`src/logic/lcd_params.svh`:
```
// register indices, field positions, reset values and selector codes of the channel divider pair
`ifndef LCD_PARAMS_SVH
`define LCD_PARAMS_SVH

// ******************************************
// register indices (byte address = 4 * index)
// ******************************************
`define LCD_IDX_W        10
`define LCD_IDX_B_COUNTS 10'h193
`define LCD_IDX_B_CTRL   10'h194
`define LCD_IDX_B_ROUTE  10'h195
`define LCD_IDX_C_COUNTS 10'h196
`define LCD_IDX_C_CTRL   10'h197
`define LCD_IDX_C_ROUTE  10'h198
`define LCD_IDX_STATUS   10'h1F0

// ******************************************
// reset values
// ******************************************
`define LCD_RST_COUNTS   8'h00
`define LCD_RST_CTRL     8'h80
`define LCD_RST_ROUTE    8'h00

// ******************************************
// field positions
// ******************************************
`define LCD_LOW_HI       7
`define LCD_LOW_LO       4
`define LCD_HIGH_HI      3
`define LCD_HIGH_LO      0
`define LCD_BIT_BYPASS   7
`define LCD_BIT_NOSYNC   6
`define LCD_BIT_FORCE    5
`define LCD_BIT_START    4
`define LCD_PHASE_HI     3
`define LCD_PHASE_LO     0
`define LCD_BIT_DIRECT   1
`define LCD_BIT_DCC_OFF  0

// ******************************************
// distribution source select codes
// ******************************************
`define LCD_SRC_EXT      2'h0
`define LCD_SRC_OSC      2'h2

`endif

```
`src/logic/lcd_pkg.sv`:
```
// types shared by the channel divider pair
package lcd_pkg;

  typedef struct packed {
    logic [3:0] low_cycles;
    logic [3:0] high_cycles;
    logic       bypass;
    logic       nosync;
    logic       force_high;
    logic       start_high;
    logic [3:0] phase_offset;
    logic       duty_correction_disable;
  } lcd_div_cfg_t;

  typedef enum logic [1:0] {
    LCD_HOLD,
    LCD_DELAY,
    LCD_RUN
  } lcd_div_state_t;

  typedef struct packed {
    lcd_div_state_t st;
    logic [4:0]     cnt;
    logic           level;
    logic           clk_prev;
    logic           out;
  } lcd_div_q_t;

  typedef struct packed {
    logic p;
    logic n;
  } lcd_pair_t;

  typedef struct packed {
    logic [7:0]  b_counts;
    logic [7:0]  b_ctrl;
    logic [7:0]  b_route;
    logic [7:0]  c_counts;
    logic [7:0]  c_ctrl;
    logic [7:0]  c_route;
    logic        waitreq;
    logic [31:0] rdata;
  } lcd_top_q_t;

endpackage

```
`src/logic/lcd_divider.sv`:
```
// one channel divider: counted low/high phases, bypass, force, start level, phase offset, duty correction
`timescale 1ns/1ns
`include "lcd_params.svh"
module lcd_divider (
  // clock and reset
  input  wire logic                  clock,
  input  wire logic                  rst,
  // configuration
  input  wire lcd_pkg::lcd_div_cfg_t cfg,
  // divider input clock level and chip-level sync
  input  wire logic                  clk_in,
  input  wire logic                  sync_in,
  // divided output
  output logic                       div_out
);
  import lcd_pkg::*;

  lcd_div_q_t q_q;
  lcd_div_q_t q_d;
  logic       edge_in;
  logic [4:0] low_len;
  logic [4:0] high_len;
  logic [5:0] total_len;
  logic [4:0] dcc_high;
  logic [4:0] dcc_low;
  logic [4:0] cur_len;

  always_comb begin
    low_len   = {1'b0, cfg.low_cycles} + 5'h01;
    high_len  = {1'b0, cfg.high_cycles} + 5'h01;
    total_len = {1'b0, low_len} + {1'b0, high_len};
    // duty correction keeps the period but splits it evenly, odd cycle goes to high
    dcc_high  = 5'((total_len + 6'h01) >> 1);
    dcc_low   = 5'(total_len - {1'b0, dcc_high});
    if (cfg.duty_correction_disable) begin
      cur_len = q_q.level ? high_len : low_len;
    end else begin
      cur_len = q_q.level ? dcc_high : dcc_low;
    end
  end

  always_comb begin
    q_d          = q_q;
    edge_in      = clk_in & ~q_q.clk_prev;
    q_d.clk_prev = clk_in;
    if (cfg.bypass) begin
      // counter parked so it restarts cleanly when bypass drops
      q_d.st  = LCD_HOLD;
      q_d.cnt = 5'h00;
      q_d.out = clk_in;
    end else if (cfg.nosync && cfg.force_high) begin
      q_d.out = 1'b1;
    end else if (sync_in && !cfg.nosync) begin
      q_d.st    = LCD_HOLD;
      q_d.cnt   = 5'h00;
      q_d.level = cfg.start_high;
      q_d.out   = cfg.start_high;
    end else begin
      case (q_q.st)
        LCD_HOLD: begin
          q_d.cnt   = 5'h00;
          q_d.level = cfg.start_high;
          if (cfg.phase_offset == 4'h0) begin
            q_d.st = LCD_RUN;
          end else begin
            q_d.st = LCD_DELAY;
          end
        end
        LCD_DELAY: begin
          if (edge_in) begin
            if (q_q.cnt == {1'b0, cfg.phase_offset} - 5'h01) begin
              q_d.st  = LCD_RUN;
              q_d.cnt = 5'h00;
            end else begin
              q_d.cnt = q_q.cnt + 5'h01;
            end
          end
        end
        LCD_RUN: begin
          if (edge_in) begin
            if (q_q.cnt >= cur_len - 5'h01) begin
              q_d.level = ~q_q.level;
              q_d.cnt   = 5'h00;
            end else begin
              q_d.cnt = q_q.cnt + 5'h01;
            end
          end
        end
        default: begin
          q_d.st = LCD_HOLD;
        end
      endcase
      q_d.out = q_d.level;
    end
  end

  always_ff @(posedge clock or posedge rst) begin
    if (rst) begin
      q_q <= '{st: LCD_HOLD, cnt: 5'h00, level: 1'b0, clk_prev: 1'b0, out: 1'b0};
    end else begin
      q_q <= q_d;
    end
  end

  assign div_out = q_q.out;
endmodule

```
`src/logic/lcd_route.sv`:
```
// output pair mux: divider or direct oscillator / external clock, driven differentially
`timescale 1ns/1ns
`include "lcd_params.svh"
module lcd_route (
  // clock and reset
  input  wire logic       clock,
  input  wire logic       rst,
  // selection
  input  wire logic       direct_route,
  input  wire logic [1:0] src_sel,
  // candidate sources
  input  wire logic       div_in,
  input  wire logic       osc_in,
  input  wire logic       ext_in,
  // differential pair
  output logic            out_p,
  output logic            out_n
);
  import lcd_pkg::*;

  lcd_pair_t q_q;
  lcd_pair_t q_d;
  logic      pick;

  always_comb begin
    pick = div_in;
    if (direct_route && src_sel == `LCD_SRC_OSC) begin
      pick = osc_in;
    end else if (direct_route && src_sel == `LCD_SRC_EXT) begin
      pick = ext_in;
    end
    q_d.p = pick;
    q_d.n = ~pick;
  end

  always_ff @(posedge clock or posedge rst) begin
    if (rst) begin
      q_q <= '{p: 1'b0, n: 1'b1};
    end else begin
      q_q <= q_d;
    end
  end

  assign out_p = q_q.p;
  assign out_n = q_q.n;
endmodule

```
`src/logic/lcd_top.sv`:
```
// channel divider pair top: Avalon-MM registers, two dividers and two output pair routes
//
// Function
// output low for low-count plus one input cycles.
// output high for high-count plus one input cycles; field resets zero.
// bypass bit stops divider and passes input clock to output.
// divider follows sync unless sync-ignore bit is set.
// force-level needs sync-ignore; then force bit one drives output high.
// divided clock starts at level chosen by start-polarity bit, default low.
// four-bit phase-offset field, reset zero, sets coarse starting phase.
// direct-route zero: pair b from second divider, pair c from third.
// direct-route one and select 10b: oscillator goes straight to pair.
// direct-route one and select 00b: external clock goes straight to pair.
// select 01b ignores direct-route; pair stays on divider.
// duty correction on while disable bit zero, off when one.
// period is low plus high lengths, repeating while dividing.
// sync restarts non-ignoring divider at start level after phase offset.
//
// Implementation choice: the Avalon-MM register port.
`timescale 1ns/1ns
`include "lcd_params.svh"
module lcd_top (
  // clock and reset
  input  wire logic        clock,
  input  wire logic        rst,
  // Avalon-MM slave
  input  wire logic [11:0] avs_address,
  input  wire logic        avs_read,
  input  wire logic        avs_write,
  input  wire logic [31:0] avs_writedata,
  input  wire logic [3:0]  avs_byteenable,
  output logic [31:0]      avs_readdata,
  output logic             avs_waitrequest,
  // clock sources and chip-level sync
  input  wire logic        dist_clk_in,
  input  wire logic        osc_clk_in,
  input  wire logic        ext_clk_in,
  input  wire logic [1:0]  dist_src_sel,
  input  wire logic        sync_in,
  // output pairs
  output logic             pair_b_out_p,
  output logic             pair_b_out_n,
  output logic             pair_c_out_p,
  output logic             pair_c_out_n
);
  import lcd_pkg::*;

  lcd_top_q_t              q_q;
  lcd_top_q_t              q_d;
  lcd_div_cfg_t            cfg_b;
  lcd_div_cfg_t            cfg_c;
  logic                    div_b;
  logic                    div_c;
  logic [`LCD_IDX_W-1:0]   idx;
  logic                    req;
  logic                    wr_go;
  logic [7:0]              wbyte;

  // ******************************************
  // configuration unpacking
  // ******************************************
  function automatic lcd_div_cfg_t unpack_cfg(input logic [7:0] counts,
                                              input logic [7:0] ctrl,
                                              input logic [7:0] route);
    lcd_div_cfg_t c;
    c.low_cycles              = counts[`LCD_LOW_HI:`LCD_LOW_LO];
    c.high_cycles             = counts[`LCD_HIGH_HI:`LCD_HIGH_LO];
    c.bypass                  = ctrl[`LCD_BIT_BYPASS];
    c.nosync                  = ctrl[`LCD_BIT_NOSYNC];
    c.force_high              = ctrl[`LCD_BIT_FORCE];
    c.start_high              = ctrl[`LCD_BIT_START];
    c.phase_offset            = ctrl[`LCD_PHASE_HI:`LCD_PHASE_LO];
    c.duty_correction_disable = route[`LCD_BIT_DCC_OFF];
    return c;
  endfunction

  always_comb begin
    cfg_b = unpack_cfg(q_q.b_counts, q_q.b_ctrl, q_q.b_route);
    cfg_c = unpack_cfg(q_q.c_counts, q_q.c_ctrl, q_q.c_route);
  end

  // ******************************************
  // register bus
  // ******************************************
  // every access takes exactly one wait cycle; read data is captured on the edge that drops
  // waitrequest and the write lands on the next edge, so decode and readback never race.
  always_comb begin
    q_d   = q_q;
    idx   = avs_address[11:2];
    req   = avs_read | avs_write;
    wr_go = avs_write & ~q_q.waitreq & avs_byteenable[0];
    wbyte = avs_writedata[7:0];
    if (req && q_q.waitreq) begin
      q_d.waitreq = 1'b0;
      q_d.rdata   = 32'h00000000;
      case (idx)
        `LCD_IDX_B_COUNTS: q_d.rdata[7:0] = q_q.b_counts;
        `LCD_IDX_B_CTRL:   q_d.rdata[7:0] = q_q.b_ctrl;
        `LCD_IDX_B_ROUTE:  q_d.rdata[7:0] = q_q.b_route;
        `LCD_IDX_C_COUNTS: q_d.rdata[7:0] = q_q.c_counts;
        `LCD_IDX_C_CTRL:   q_d.rdata[7:0] = q_q.c_ctrl;
        `LCD_IDX_C_ROUTE:  q_d.rdata[7:0] = q_q.c_route;
        `LCD_IDX_STATUS:   q_d.rdata[3:0] = {pair_c_out_n, pair_c_out_p, pair_b_out_n, pair_b_out_p};
        default:           q_d.rdata = 32'h00000000;
      endcase
    end else begin
      q_d.waitreq = 1'b1;
    end
    if (wr_go) begin
      case (idx)
        `LCD_IDX_B_COUNTS: q_d.b_counts = wbyte;
        `LCD_IDX_B_CTRL:   q_d.b_ctrl   = wbyte;
        // only the direct and correction bits exist in the route registers
        `LCD_IDX_B_ROUTE:  q_d.b_route  = {6'h00, wbyte[`LCD_BIT_DIRECT], wbyte[`LCD_BIT_DCC_OFF]};
        `LCD_IDX_C_COUNTS: q_d.c_counts = wbyte;
        `LCD_IDX_C_CTRL:   q_d.c_ctrl   = wbyte;
        `LCD_IDX_C_ROUTE:  q_d.c_route  = {6'h00, wbyte[`LCD_BIT_DIRECT], wbyte[`LCD_BIT_DCC_OFF]};
        default: begin
        end
      endcase
    end
  end

  always_ff @(posedge clock or posedge rst) begin
    if (rst) begin
      q_q.b_counts <= `LCD_RST_COUNTS;
      q_q.b_ctrl   <= `LCD_RST_CTRL;
      q_q.b_route  <= `LCD_RST_ROUTE;
      q_q.c_counts <= `LCD_RST_COUNTS;
      q_q.c_ctrl   <= `LCD_RST_CTRL;
      q_q.c_route  <= `LCD_RST_ROUTE;
      q_q.waitreq  <= 1'b1;
      q_q.rdata    <= 32'h00000000;
    end else begin
      q_q <= q_d;
    end
  end

  assign avs_readdata    = q_q.rdata;
  assign avs_waitrequest = q_q.waitreq;

  // ******************************************
  // dividers and output pairs
  // ******************************************
  lcd_divider u_div_b (
    .clock   (clock),
    .rst     (rst),
    .cfg     (cfg_b),
    .clk_in  (dist_clk_in),
    .sync_in (sync_in),
    .div_out (div_b)
  );

  lcd_divider u_div_c (
    .clock   (clock),
    .rst     (rst),
    .cfg     (cfg_c),
    .clk_in  (dist_clk_in),
    .sync_in (sync_in),
    .div_out (div_c)
  );

  lcd_route u_route_b (
    .clock        (clock),
    .rst          (rst),
    .direct_route (q_q.b_route[`LCD_BIT_DIRECT]),
    .src_sel      (dist_src_sel),
    .div_in       (div_b),
    .osc_in       (osc_clk_in),
    .ext_in       (ext_clk_in),
    .out_p        (pair_b_out_p),
    .out_n        (pair_b_out_n)
  );

  lcd_route u_route_c (
    .clock        (clock),
    .rst          (rst),
    .direct_route (q_q.c_route[`LCD_BIT_DIRECT]),
    .src_sel      (dist_src_sel),
    .div_in       (div_c),
    .osc_in       (osc_clk_in),
    .ext_in       (ext_clk_in),
    .out_p        (pair_c_out_p),
    .out_n        (pair_c_out_n)
  );
endmodule

```
`config.mk`:
```
export PLATFORM = sky130hd
export DESIGN_NAME = lcd_top
export DESIGN_NICKNAME = d
export VERILOG_FILES = /design/src/logic/lcd_pkg.sv /design/src/logic/lcd_divider.sv /design/src/logic/lcd_route.sv /design/src/logic/lcd_top.sv
export VERILOG_INCLUDE_DIRS = /design/src /design/src/logic
export SDC_FILE = /design/constraint.sdc
export NUM_CORES = 1
export LEC_CHECK = 0
export BUFFER_PORTS_ARGS = -buffer_cell sky130_fd_sc_hd__buf_2
export CORE_MARGIN = 2
export CORE_UTILIZATION = 35
export DETAILED_ROUTE_END_ITERATION = 16
export REMOVE_ABC_BUFFERS = 1
export SYNTH_ARGS = -nofsm -noshare
export SYNTH_HDL_FRONTEND = slang
export SYNTH_SLANG_ARGS = --single-unit
```
`constraint.sdc`:
```
create_clock -name clock -period 10.4 [get_ports clock]
set_input_delay 3.12 -clock clock [delete_from_list [all_inputs] [get_ports clock]]
set_output_delay 3.12 -clock clock [all_outputs]
set_load 0.005 [all_outputs]
```
==> impl.org, run 1 <==
** Timing
- The number of hold-slack violations in the final timing report is 0.
- At the pin with the least slew margin, the transition time is 1248 ps.
- Minimum clock period :: 5370 ps
- Setup total negative slack on the finished layout was measured at 0 ps.
- Final slew viol count :: 0
- Number of setup violations in the final report :: 0
- The clock arrives with 5.266 ps of skew.
- Max-Slew Margin vs Limit :: 15.95%
- Static timing analysis puts the maximum clock frequency at 0.1862 GHz.
- Setup repair after global routing left no endpoint under its margin.
- The worst path uses 51.63% of the clock period.

** Yosys
- The synthesized netlist occupies a cell area of 5568 um2.
- For this run, the leading register cell type out of synthesis is dfrtp_1.
- Of the total synthesized cell area, the portion taken by XOR and XNOR cells is 6.112%.
- Flop and latch count out of synthesis :: 68
- After synthesis, the largest area contributor takes up 28.31% of total cell area.
- For this run, asynchronously set or reset flops after synthesis account for 100.0%.
- Yosys warning total :: 0
- After synthesis, the largest family of logic cells by area is compound AO/OA/AOI/OAI gates.
- After Yosys synthesis, full adders, half adders and majority gates account for 11.51% of the synthesized area.
- Dominant cell type by area after synthesis :: dfrtp_1
- After synthesis, the share of cell area in mux cells is 10.38%.
- Sorting the synthesized cells by area gives the leading types as dfrtp_1, ha_1, mux2_2, o21ai_0, nand2_1.
- Share of synthesized area occupied by flip-flops and latches :: 30.67%
- Simple logic cell fraction of the synthesized area :: 16.43%
- Synthesis handed over a netlist of 620 instances.
- Mean Syn Cell Area :: 8.980 um2
- Post-synth cell types :: 66
- Summing the areas of all compound-gate instances in the mapped netlist gives 17.66% of the synthesized area.
- The synthesized design contains 0 enable-type register cells.

** Final layout
- Layout cell share with drive strength beyond 1 :: 16.39%
- The layout has 1582 filler cells.
- Fin util :: 39.34%
- Once layout is complete, the cells apart from fillers number 881.
- Number of antenna cells inserted :: 0
- Number of nets in the layout :: 768
- Synth-to-Final Area Change :: 11.01%

** Critical path
- Cells traversed along the worst timing path :: ha_1, ha_1, a21o_1, a21o_1, xor2_1, nand3_1, xor2_1, ha_1, o21a_1, o31a_1, a211oi_1, a211oi_1, a311oi_1, nor2_1, xor2_1, ha_1, nand2_1, o21ai_0, nand3_1, mux2_2, o211a_1, a21oi_1
- The worst setup path is launched from a flop.
- For the worst flop-to-flop path, the logic depth is 22.
- STA classifies the critical path endpoint as a flop.
- Worst Path Max Fanout :: 6
- The largest single stage delay on the critical path is 460 ps.
- Cell type with the highest occurrence count on the critical path :: ha_1
- Together, buffers and inverters on the worst path number 0.
- Cell with the biggest individual delay on the critical path :: dfrtp_1
- Data on the critical path arrives at its endpoint at 5630 ps.
- Required time of the worst setup path :: 10660 ps
- Among cell families on the critical path, the largest total delay comes from compound AO/OA/AOI/OAI gates.
- The critical path runs through a total of 22 cells.
- Critical path type :: flop to flop

** Route
- Summing over every cut layer, the via total after detailed routing is 4672.
- DRC errors left :: 0
- Post-DR vias/cell :: 5.303
- Total routed wirelength :: 13630 um
- Iteration-0 DRC count of the detailed router :: 317
- Average routed wire per standard cell :: 15.47 um
- Antenna-violating nets left :: 0
- The first TritonRoute pass finished after 4 iterations.

** Global route
- Global route hottest layer :: met2
- Met1 track demand over resource in global routing :: 21.37%
- Wire length of the first global-routing pass :: 22080 um
- Pin count of the biggest net entering global routing :: 69
- Overall overflow remaining after global route :: 0
- Routing usage on met3 :: 2.911%
- For this run, the total global-route usage over all layers was measured as 16.49%.
- The via count of the first global-routing pass came to 4493.
- In the global route stage, met2 resource usage came out at 27.90%.
- Initial antenna violation count :: 0

** Die
- The floorplan has 46 rows.
- Overall die width :: 130.1 um
- In this run the standard cell core region covers 15710 um2.
- Height of the chip :: 130.1 um
- Effective utilization at floorplan :: 35.44%
- Top-level port count :: 95
- Area of the die :: 16930 um2

** Job
- Number of maximum-capacitance violations :: 0

** CTS
- For this design, the CTS-stage hold fixing added 0 buffers.
- The tree is rooted in a clkbuf_16.
- For the worst-skew pair, the clock arrives at the later sink with an insertion delay of 330 ps.
- TritonCTS created 9 clock buffers.
- CTS H-tree lvls :: 3
- Clock-pin slew reported for the worst setup and hold paths after clock tree synthesis :: 60 ps
- CTS tree :: done
- Clock tree synthesis found a total of 68 sinks.
- Setup fix buffers added after clock tree synthesis :: 0
- Maximum clock path buffer count :: 2
- In this run, post-CTS repair resized a total of 0 instances.

** Placement
- Cell total after placement :: 865
- Port buffer count :: 41
- At the end of routability-driven placement, the weighted congestion stood at 0.8291.
- Detailed placement finished with a half-perimeter wire length of 10570 um.

** Run status
- The run finished with clean final reports.

** Pwr
- Leakage component of the power :: 2.988 nW
- The design draws 0.6905 mW.
- In this run the power density over the cells is 111.7 nW/um2.
- Max rail drop VDD :: 0.00007364 V

** Min path
- Path class of the lowest-slack min-delay path :: flop to flop
- Number of instances on the worst hold path :: 1
-- area by class of cell --
cell class                 count  area (um2)  area share [%]
timing repair buffer          42       212.7           3.441
sequential                    68        1708           27.63
inverter                      42       157.7           2.551
tap                          216       270.3           4.372
multi-input combinational    497        3547           57.39
clock inverter                 5       52.55          0.8502
clock buffer                  11       232.7           3.765
-- registers in the layout, summed over array words and instances, names as in the netlist --
register         flops
u_route_b.out_n      1
cfg_c               17
u_route_b.out_p      1
u_div_c.q_q          9
u_div_c.div_out      1
avs_readdata         8
q_q                  2
u_div_b.div_out      1
cfg_b               17
u_route_c.out_n      1
avs_waitrequest      1
u_div_b.q_q          8
u_route_c.out_p      1
-- power by group --
group / internal, mW / switching, mW
clock network: 0.184 / 0.110
registers: 0.273 / 0.00811
logic: 0.0455 / 0.0692
-- cells by family after synthesis --
kind of cell               count (synthesis)
and+or+nand+nor                          186
AOI/OAI and AO/OA                        152
buffers and inverters                     78
DFF                                       68
adders and majority gates                 50
muxes                                     47
xor gates and xnor gates                  38
other                                      1
-- per-layer routing --
layer	up-vias	wire length, um
met5	-	0
met4	0	238
met3	26	539
met2	125	6722
met1	2279	6126
li1	2242	-
-- per-stage QoR --
stage          hold slack (ps)  worst slack [ps]  instance area, um2
2_1_floorplan            382.1              5353                5413
3_3_place_gp             471.3              5065                5896
3_5_place_dp             479.8              5012                5896
4_1_cts                  490.1              4993                6181
5_1_grt                  491.7              4677                6181
6_report                 479.7              5030                6181
-- synth_stat cells, types with 3 or more instances --
cell      number
a211oi_1       6
a21o_1        10
a21oi_1       31
a221oi_1       7
a311oi_1       3
a31oi_1        3
a32oi_1        3
a41oi_1        3
and2_1         3
and3_1         7
buf_4         24
clkbuf_1       8
dfrtp_1       63
dfstp_2        5
ha_1          48
inv_1         42
mux2_2        24
mux2_4         8
mux2i_1       12
mux4_2         3
nand2_1       55
nand2b_1      16
nand3_1       21
nand3b_1       3
nor2_1        44
nor2b_1        9
nor3_1        12
o21a_1         9
o21ai_0       47
o22a_1         3
o22ai_1        3
o31a_1         3
o31ai_1        4
or2_2          4
xnor2_1       15
xor2_1        22
-- worst reg2reg max path, stage by stage, from the launching register on --
cell      delay, ps
dfrtp_1         460
ha_1            370
ha_1            300
a21o_1          220
a21o_1          230
xor2_1          380
nand3_1         150
xor2_1          180
ha_1            300
o21a_1          120
o31a_1          110
a211oi_1        240
a211oi_1         80
a311oi_1        460
nor2_1          120
xor2_1          160
ha_1            300
nand2_1          50
o21ai_0         300
nand3_1         130
mux2_2          300
o211a_1         220
a21oi_1         110
-- cell usage in the layout (no fill, tap or decap), types with 22 or more instances in the layout --
cell,instances
buf_2,41
o21ai_0,47
mux2_2,24
ha_1,48
conb_1,24
nor2_1,44
inv_1,41
a21oi_1,31
nand2_1,55
xor2_1,22
dfrtp_1,63
-- path summary, 6_finish.rpt --
path / start / endpoint / slack (ps)
worst min register to register: u_div_c.div_out / u_route_c.out_n / 480
worst max-delay path: cfg_b[9] / u_div_b.div_out / 5030
worst max register to register: cfg_b[9] / u_div_b.div_out / 5030
max in group asynchronous: rst / cfg_c[0] / 6800
worst min-delay path: u_div_c.div_out / u_route_c.out_n / 480
min in group asynchronous: rst / u_div_b.q_q[6] / 3030
No activity file was read; power rests on OpenSTA's default activity.
==> run 2, diff against run 1 <==
==> constraint.sdc (replaced) <==
create_clock -name clock -period 4.5 [get_ports clock]
set_input_delay 1.35 -clock clock [delete_from_list [all_inputs] [get_ports clock]]
set_output_delay 1.35 -clock clock [all_outputs]
set_load 0.005 [all_outputs]
==> run 2 against run 1 <==
The run now ends with negative setup slack left. Maximum frequency up 13%. Sequential power up 130%. Sequential share of layout area down 4.2 points. Highest routed layer unchanged. Register-to-register slack worse by 5300 ps. Utilization up 7.0 points. Critical path depth up 2. Hold slack worse by 29 ps. Via count up 5.0%.
==> impl.org, run 2 (synthesis gave the netlist of run 1 again) <==
** Route
- Total routed wirelength :: 14700 um
- Detailed-router iteration count before antenna repair :: 4
- Iteration-0 DRC count of the detailed router :: 206
- Post-DR vias/cell :: 5.111
- Antenna-violating nets left :: 0
- Average routed wire per standard cell :: 15.32 um
- Total number of vias :: 4907
- DRC errors left :: 0

** Job
- Number of maximum-capacitance violations :: 0

** Final layout
- Layout cell share with drive strength beyond 1 :: 34.95%
- Commonest non-fill, non-tap cell in the layout :: buf_4
- The top cell types in the final layout, fill and taps aside, are buf_4, dfrtp_1, nand2_1.
- At the end of the flow the core is filled with cells to 46.38%.
- Number of antenna cells inserted :: 0
- Number of nets in the layout :: 847
- From synthesis to final layout, the design area changed by 30.90%.

** Timing
- Final Hold Slack :: 450.9 ps
- The final critical path takes up 105.5% of the cycle.
- Final slew viol count :: 0
- Derived from the worst setup path, the maximum achievable clock frequency is 0.2107 GHz.
- RSZ-0062 raised after global routing :: true
- Setup violations remaining at the end of the flow were counted as 7.
- Slew of the pin with the lowest slew margin :: 856.9 ps
- Headroom to the max-slew limit came out at 42.87%.
- Final setup margin :: -246.0 ps
- The number of hold-slack violations in the final timing report is 0.
- Counting I/O delays and the setup requirement, the final critical path takes 4746 ps.
- Final setup skew :: 11.30 ps

** Critical path
- The critical path contains buffers and inverters numbering 3 combined.
- R2R Path End :: u_div_b.div_out
- STA classifies the critical path startpoint as a flop.
- Worst reg-to-reg path cell count :: 24
- Worst Path Max Fanout :: 4
- The largest individual stage delay along the critical path comes from the cell fa_2.
- The signal on the critical path passes through buf_6, inv_4, ha_4, inv_2, fa_2, nor2b_4, o22a_1, xor2_2, xor2_1, ha_1, o21a_1, o31a_1, a211oi_2, a211oi_2, a311oi_2, nor2_1, xor2_1, ha_1, nand2_1, o21ai_2, nand3_2, mux2_4, o211a_1, a21oi_2.
- Register-to-register path setup slack :: -250 ps
- CP top delay family :: compound AO/OA/AOI/OAI gates
- By startpoint and endpoint, the worst setup path is classified as flop to flop.
- In this run the critical register-to-register path is launched from cfg_b[9].
- Maximum single-stage delay on the critical path :: 430 ps
- Arrival time of data at the critical path endpoint :: 5010 ps
- STA classifies the critical path endpoint as a flop.
- Required time of the worst setup path :: 4760 ps

** Die
- Number of cell rows :: 46
- Overall die width :: 130.1 um
- Area of the die :: 16930 um2
- Top-level port count :: 95
- In this run the vertical extent of the chip is 130.1 um.
- The floorplan step defined a core boundary enclosing 15710 um2.
- Effective utilization at floorplan :: 35.44%

** Pwr
- Internal :: 1.262 mW
- VDD sags by at most 0.0001842 V.
- In this run, the combinational gates consume 18.5% of the power.
- Post-layout power :: 1.716 mW
- Ratio of total power to cell area :: 235.4 nW/um2
- Clk network pwr share :: 43.6%
- Of the total power, registers draw 37.9%.
- For this design the static power due to leakage is 3.463 nW.
- Net switching is 26.46% of the power.
- Summed over all nets, the switching power comes to 0.4538 mW.

** Min path
- The startpoint identified for the worst hold timing path is u_div_c.div_out.
- The tightest min-delay check is of the flop to flop type.
- The path with the worst hold slack has its endpoint at u_route_c.out_n.
- Counting instances, the worst hold path has a depth of 1.

** Global route
- Overall overflow remaining after global route :: 0
- Aggregate global-route resource usage :: 17.23%
- Entering global routing, the biggest net connects 69 pins.
- Initial antenna violation count :: 0
- Number of global-route vias before repair :: 4663
- The first global-routing pass estimated 23340 um of wire.

** CTS
- At the later pin of the worst-skew pair, clock insertion delay measures 330 ps.
- Root buffer selected by CTS :: clkbuf_16
- Maximum clock path buffer count :: 2
- Hold-fix buffers, CTS :: 0
- Clk sink count :: 68
- CTS H-tree lvls :: 3
- TritonCTS built the clock tree.
- Clock-pin slew was measured on the worst setup and hold paths at 60 ps.
- Clock tree synthesis inserted a total of 9 buffers.

** Placement
- During placement, the flow inserted port buffers numbering 41.
- The congestion estimate from routability-driven global placement came to 0.8689.
- Detailed placement finished with a half-perimeter wire length of 11100 um.

** Run status
- The checks that failed: negative setup slack.
- Status :: finished, violations left
-- run 2: layout make-up --
cell class	count	area, um2
multi-input combinational	497	4001
sequential	68	1709
clock buffer	11	242.7
tap	216	270.3
fill	1447	8424
timing repair buffer	121	824.5
clock inverter	5	75.07
inverter	42	165.2
-- run 2: worst reg2reg max path, stage by stage (launching register included) --
cell	delay, ps
dfrtp_1	410
buf_6	150
inv_4	50
ha_4	130
inv_2	40
fa_2	430
nor2b_4	140
o22a_1	210
xor2_2	170
xor2_1	200
ha_1	280
o21a_1	110
o31a_1	120
a211oi_2	240
a211oi_2	60
a311oi_2	340
nor2_1	100
xor2_1	180
ha_1	330
nand2_1	70
o21ai_2	180
nand3_2	90
mux2_4	320
o211a_1	230
a21oi_2	100
-- run 2: stage by stage --
| step | worst slack (ps) | cell area, um2 | TNS, ps | instances |
|---|---|---|---|---|
| after floorplan | -183.0 | 5413 | -529.3 | 607 |
| after global placement | -476.9 | 6369 | -5125 | 928 |
| after detailed placement | -593.2 | 6369 | -6784 | 928 |
| after global routing | -501.4 | 7288 | -4010 | 960 |
| final | -246.0 | 7288 | -1053 | 960 |
| after CTS | -184.7 | 7121 | -517.8 | 954 |
-- run 2: power groups by stage --
stage / logic [mW] / clock network, mW / registers (mW)
finish: 0.317 / 0.748 / 0.651
global route: 0.355 / 0.783 / 0.652
CTS: 0.295 / 0.762 / 0.650
detailed placement: 0.274 / 0 / 0.660
global placement: 0.265 / 0 / 0.657
floorplan: 0.189 / 0 / 0.654
-- run 2: worst max-delay path by stage --
stage,startpoint,end,slack [ps],cells after the start
3_5_place_dp,cfg_b[9],u_div_b.div_out,-590,22
5_1_grt,cfg_b[13],u_div_b.div_out,-500,24
3_3_place_gp,cfg_b[9],u_div_b.div_out,-480,22
6_report,cfg_b[9],u_div_b.div_out,-250,24
2_1_floorplan,cfg_b[9],u_div_b.div_out,-180,22
4_1_cts,cfg_b[9],u_div_b.div_out,-180,23
-- run 2: timing repair --
action | CTS | global route
endpoints found under the hold margin | 0 | 0
pin swaps | 46 | 31
setup endpoints to repair | 14 | 14
buffers inserted | 10 | 7
gates resized for setup | 76 | 27
-- run 2: routing by layer --
| metal | vias up | GRT usage (%) | part of all wire, % |
|---|---|---|---|
| li1 | 2396 | - | - |
| met1 | 2413 | 22.47 | 44 |
| met2 | 78 | 30.52 | 52 |
| met3 | 20 | 2.009 | 2.3 |
| met4 | 0 | 4.175 | 1.5 |
| met5 | - | 0 | 0 |
==> run 3, diff against run 2 <==
--- a/config.mk
+++ b/config.mk
@@ -10,7 +10,6 @@
 export CORE_MARGIN = 2
 export CORE_UTILIZATION = 35
 export DETAILED_ROUTE_END_ITERATION = 16
-export REMOVE_ABC_BUFFERS = 1
 export SYNTH_ARGS = -nofsm -noshare
 export SYNTH_HDL_FRONTEND = slang
 export SYNTH_SLANG_ARGS = --single-unit
==> run 3 against run 2 <==
The flow still finishes with violations (negative setup slack). Total power rose by 1.3%. Register-to-register slack lost 70 ps. Clock power rose by 6.1%.
==> impl.org, run 3 (synthesis gave the netlist of run 1 again) <==
** Run status
- Status :: finished, violations left
- Failing checks :: negative setup slack

** Pwr
- Leakage component of the power :: 3.523 nW
- IR analysis of the VDD net gives a maximum drop of 0.0001553 V.
- Ratio of total power to cell area :: 236.3 nW/um2

** Critical path
- Worst Path Max Fanout :: 5
- The critical path in this run is classified as flop to flop.
- The worst setup path is captured at a flop.
- Required time of the worst setup path :: 4750 ps
- STA classifies the critical path startpoint as a flop.
- Arrival time of data at the critical path endpoint :: 5070 ps

** Route
- For this run, design rule violations remaining after detail routing come to 0.
- Wires add up to 15310 um.
- Average routed wire per standard cell :: 15.79 um
- For this block, the initial DRC count from the detailed router was 232.
- The detail route stage leaves a number of antenna-violating nets equal to 0.
- Post-DR vias/cell :: 5.129
- For this run, the detailed router's first-pass iteration total came to 4.
- Total number of vias :: 4975

** CTS
- Clk sink count :: 68
- Clock-pin slew reported for the worst setup and hold paths after clock tree synthesis :: 50 ps
- CTS H-tree lvls :: 3
- Hold-fix buffers, CTS :: 0
- Clock latency on the worst-skew pair, taken at its later pin, is 340 ps.
- CTS tree :: done
- Total CTS buffers :: 9
- Maximum clock path buffer count :: 2
- The tree is rooted in a clkbuf_16.

** Global route
- The total overflow left after global routing is 0.
- Pin count of the biggest net entering global routing :: 42
- Initial antenna violation count :: 1
- The via count of the first global-routing pass was 4962.
- Aggregate global-route resource usage :: 18.30%
- Wire length of the first global-routing pass :: 24490 um

** Final layout
- Highest-count cells in the layout ignoring fill and taps :: buf_4, dfrtp_1, nand2_1
- Relative to the synthesized area, the layout overhead comes to 32.13%.
- Area of all placed cells without fillers :: 7357 um2
- Layout cell share with drive strength beyond 1 :: 35.72%
- Commonest non-fill, non-tap cell in the layout :: buf_4
- Number of nets in the layout :: 856
- Final std cells w/o fill :: 970
- Count of fill cells added during filler insertion :: 1465

** Die
- For this configuration, the core starts out at a cell density of 35.44%.
- In this run the standard cell core region covers 15710 um2.
- Number of cell rows :: 46
- 95 I/O pins were placed.
- Overall die width :: 130.1 um
- Height of the chip :: 130.1 um
- Area of the die :: 16930 um2

** Timing
- The final critical path takes up 107.1% of the cycle.
- The routed design could run at a clock period as short as 4818 ps.
- RSZ-0062 raised after global routing :: true
- The number of slew-limit violations in the final report was 0.
- Setup violations remaining at the end of the flow were counted as 10.
- Final setup margin :: -318.5 ps
- For the pin with the worst max-slew slack, the measured transition is 905.9 ps.
- Maximum clock frequency :: 0.2075 GHz
- Max-Slew Margin vs Limit :: 39.52%
- Hold violation count in the final report :: 0
- Across the routed clock network, the largest skew measured is 12.16 ps.

** Min path
- The tightest min-delay check is of the flop to flop type.

** Placement
- Detailed-placement wirelength estimate :: 11400 um
- At the placement stage, the worst setup path has a slack of -581.7 ps.
- Placement-stage cell area :: 6431 um2
- Cell total after placement :: 932
- At the end of routability-driven placement, the weighted congestion stood at 0.8709.
- Port buffering added 41 buffers.

** Job
- Number of maximum-capacitance violations :: 0
-- run 3: final timing paths --
kind                                 start               to  slack [ps]  cells past startpoint
setup / recovery                  cfg_b[9]  u_div_b.div_out        -320                     22
hold / removal             u_div_c.div_out  u_route_c.out_n         410                      1
setup reg to reg                  cfg_b[9]  u_div_b.div_out        -320                     22
hold reg to reg            u_div_c.div_out  u_route_c.out_n         410                      1
max in group asynchronous              rst         cfg_c[8]        2330                      3
min in group asynchronous              rst   u_div_c.q_q[1]        1210                      2
-- run 3: stage by stage --
step                utilization [%]  hold WS (ps)  TNS (ps)  total power [mW]
finish                        46.82         411.5     -1417             1.739
global route                  46.82         446.6     -4926             1.813
CTS                           45.61         411.1    -830.5             1.740
detailed placement            40.93         403.2     -5424            0.9322
global placement              40.93         397.2     -3922            0.9232
floorplan                         -         382.1         0            0.8619
-- run 3: power breakdown --
group          leakage, nW  total [mW]  internal [mW]  switching (mW)
clock network        0.169       0.794          0.528           0.265
logic                 2.46       0.296          0.124           0.172
registers            0.893       0.648          0.631          0.0176
-- run 3: critical path, stage by stage (launching register included) --
cell,delay (ps)
dfrtp_2,450
ha_4,270
ha_1,290
a21o_1,180
a21o_1,200
xor2_2,220
nand3_2,120
xor2_2,190
ha_1,320
o21a_1,120
o31a_1,130
a211oi_2,250
a211oi_2,70
a311oi_2,310
nor2_1,100
xor2_1,170
ha_1,310
nand2_1,70
o21ai_2,170
nand3_2,90
mux2_4,320
o211a_1,220
a21oi_2,150
-- run 3: per-layer routing --
metal | wire length [um] | track usage (%) | vias to the layer above
met4 | 275 | 6.705 | 0
met5 | 0 | 0 | -
met1 | 6662 | 22.83 | 2440
met3 | 440 | 3.116 | 21
li1 | - | - | 2422
met2 | 7936 | 31.78 | 92
-- run 3: timing repair --
item | CTS | global route
cloned | 0 | 0
endpoints found under the setup margin | 14 | 14
pin swaps | 46 | 13
gates resized for setup | 62 | 29
hold endpoints to repair | 0 | 0
buffers inserted | 16 | 6
-- run 3: final cells by class --
type                    count  area, um2  area share (%)
diodes                      1      2.502         0.03401
clock buffers              12      266.5           3.622
clock inverters             4      70.07          0.9524
inverters                  42      162.7           2.211
multi-input cells         497       3986           54.18
flip-flops and latches     68       1710           23.25
well taps                 216      270.3           3.673
repair buffers            130      888.4           12.07
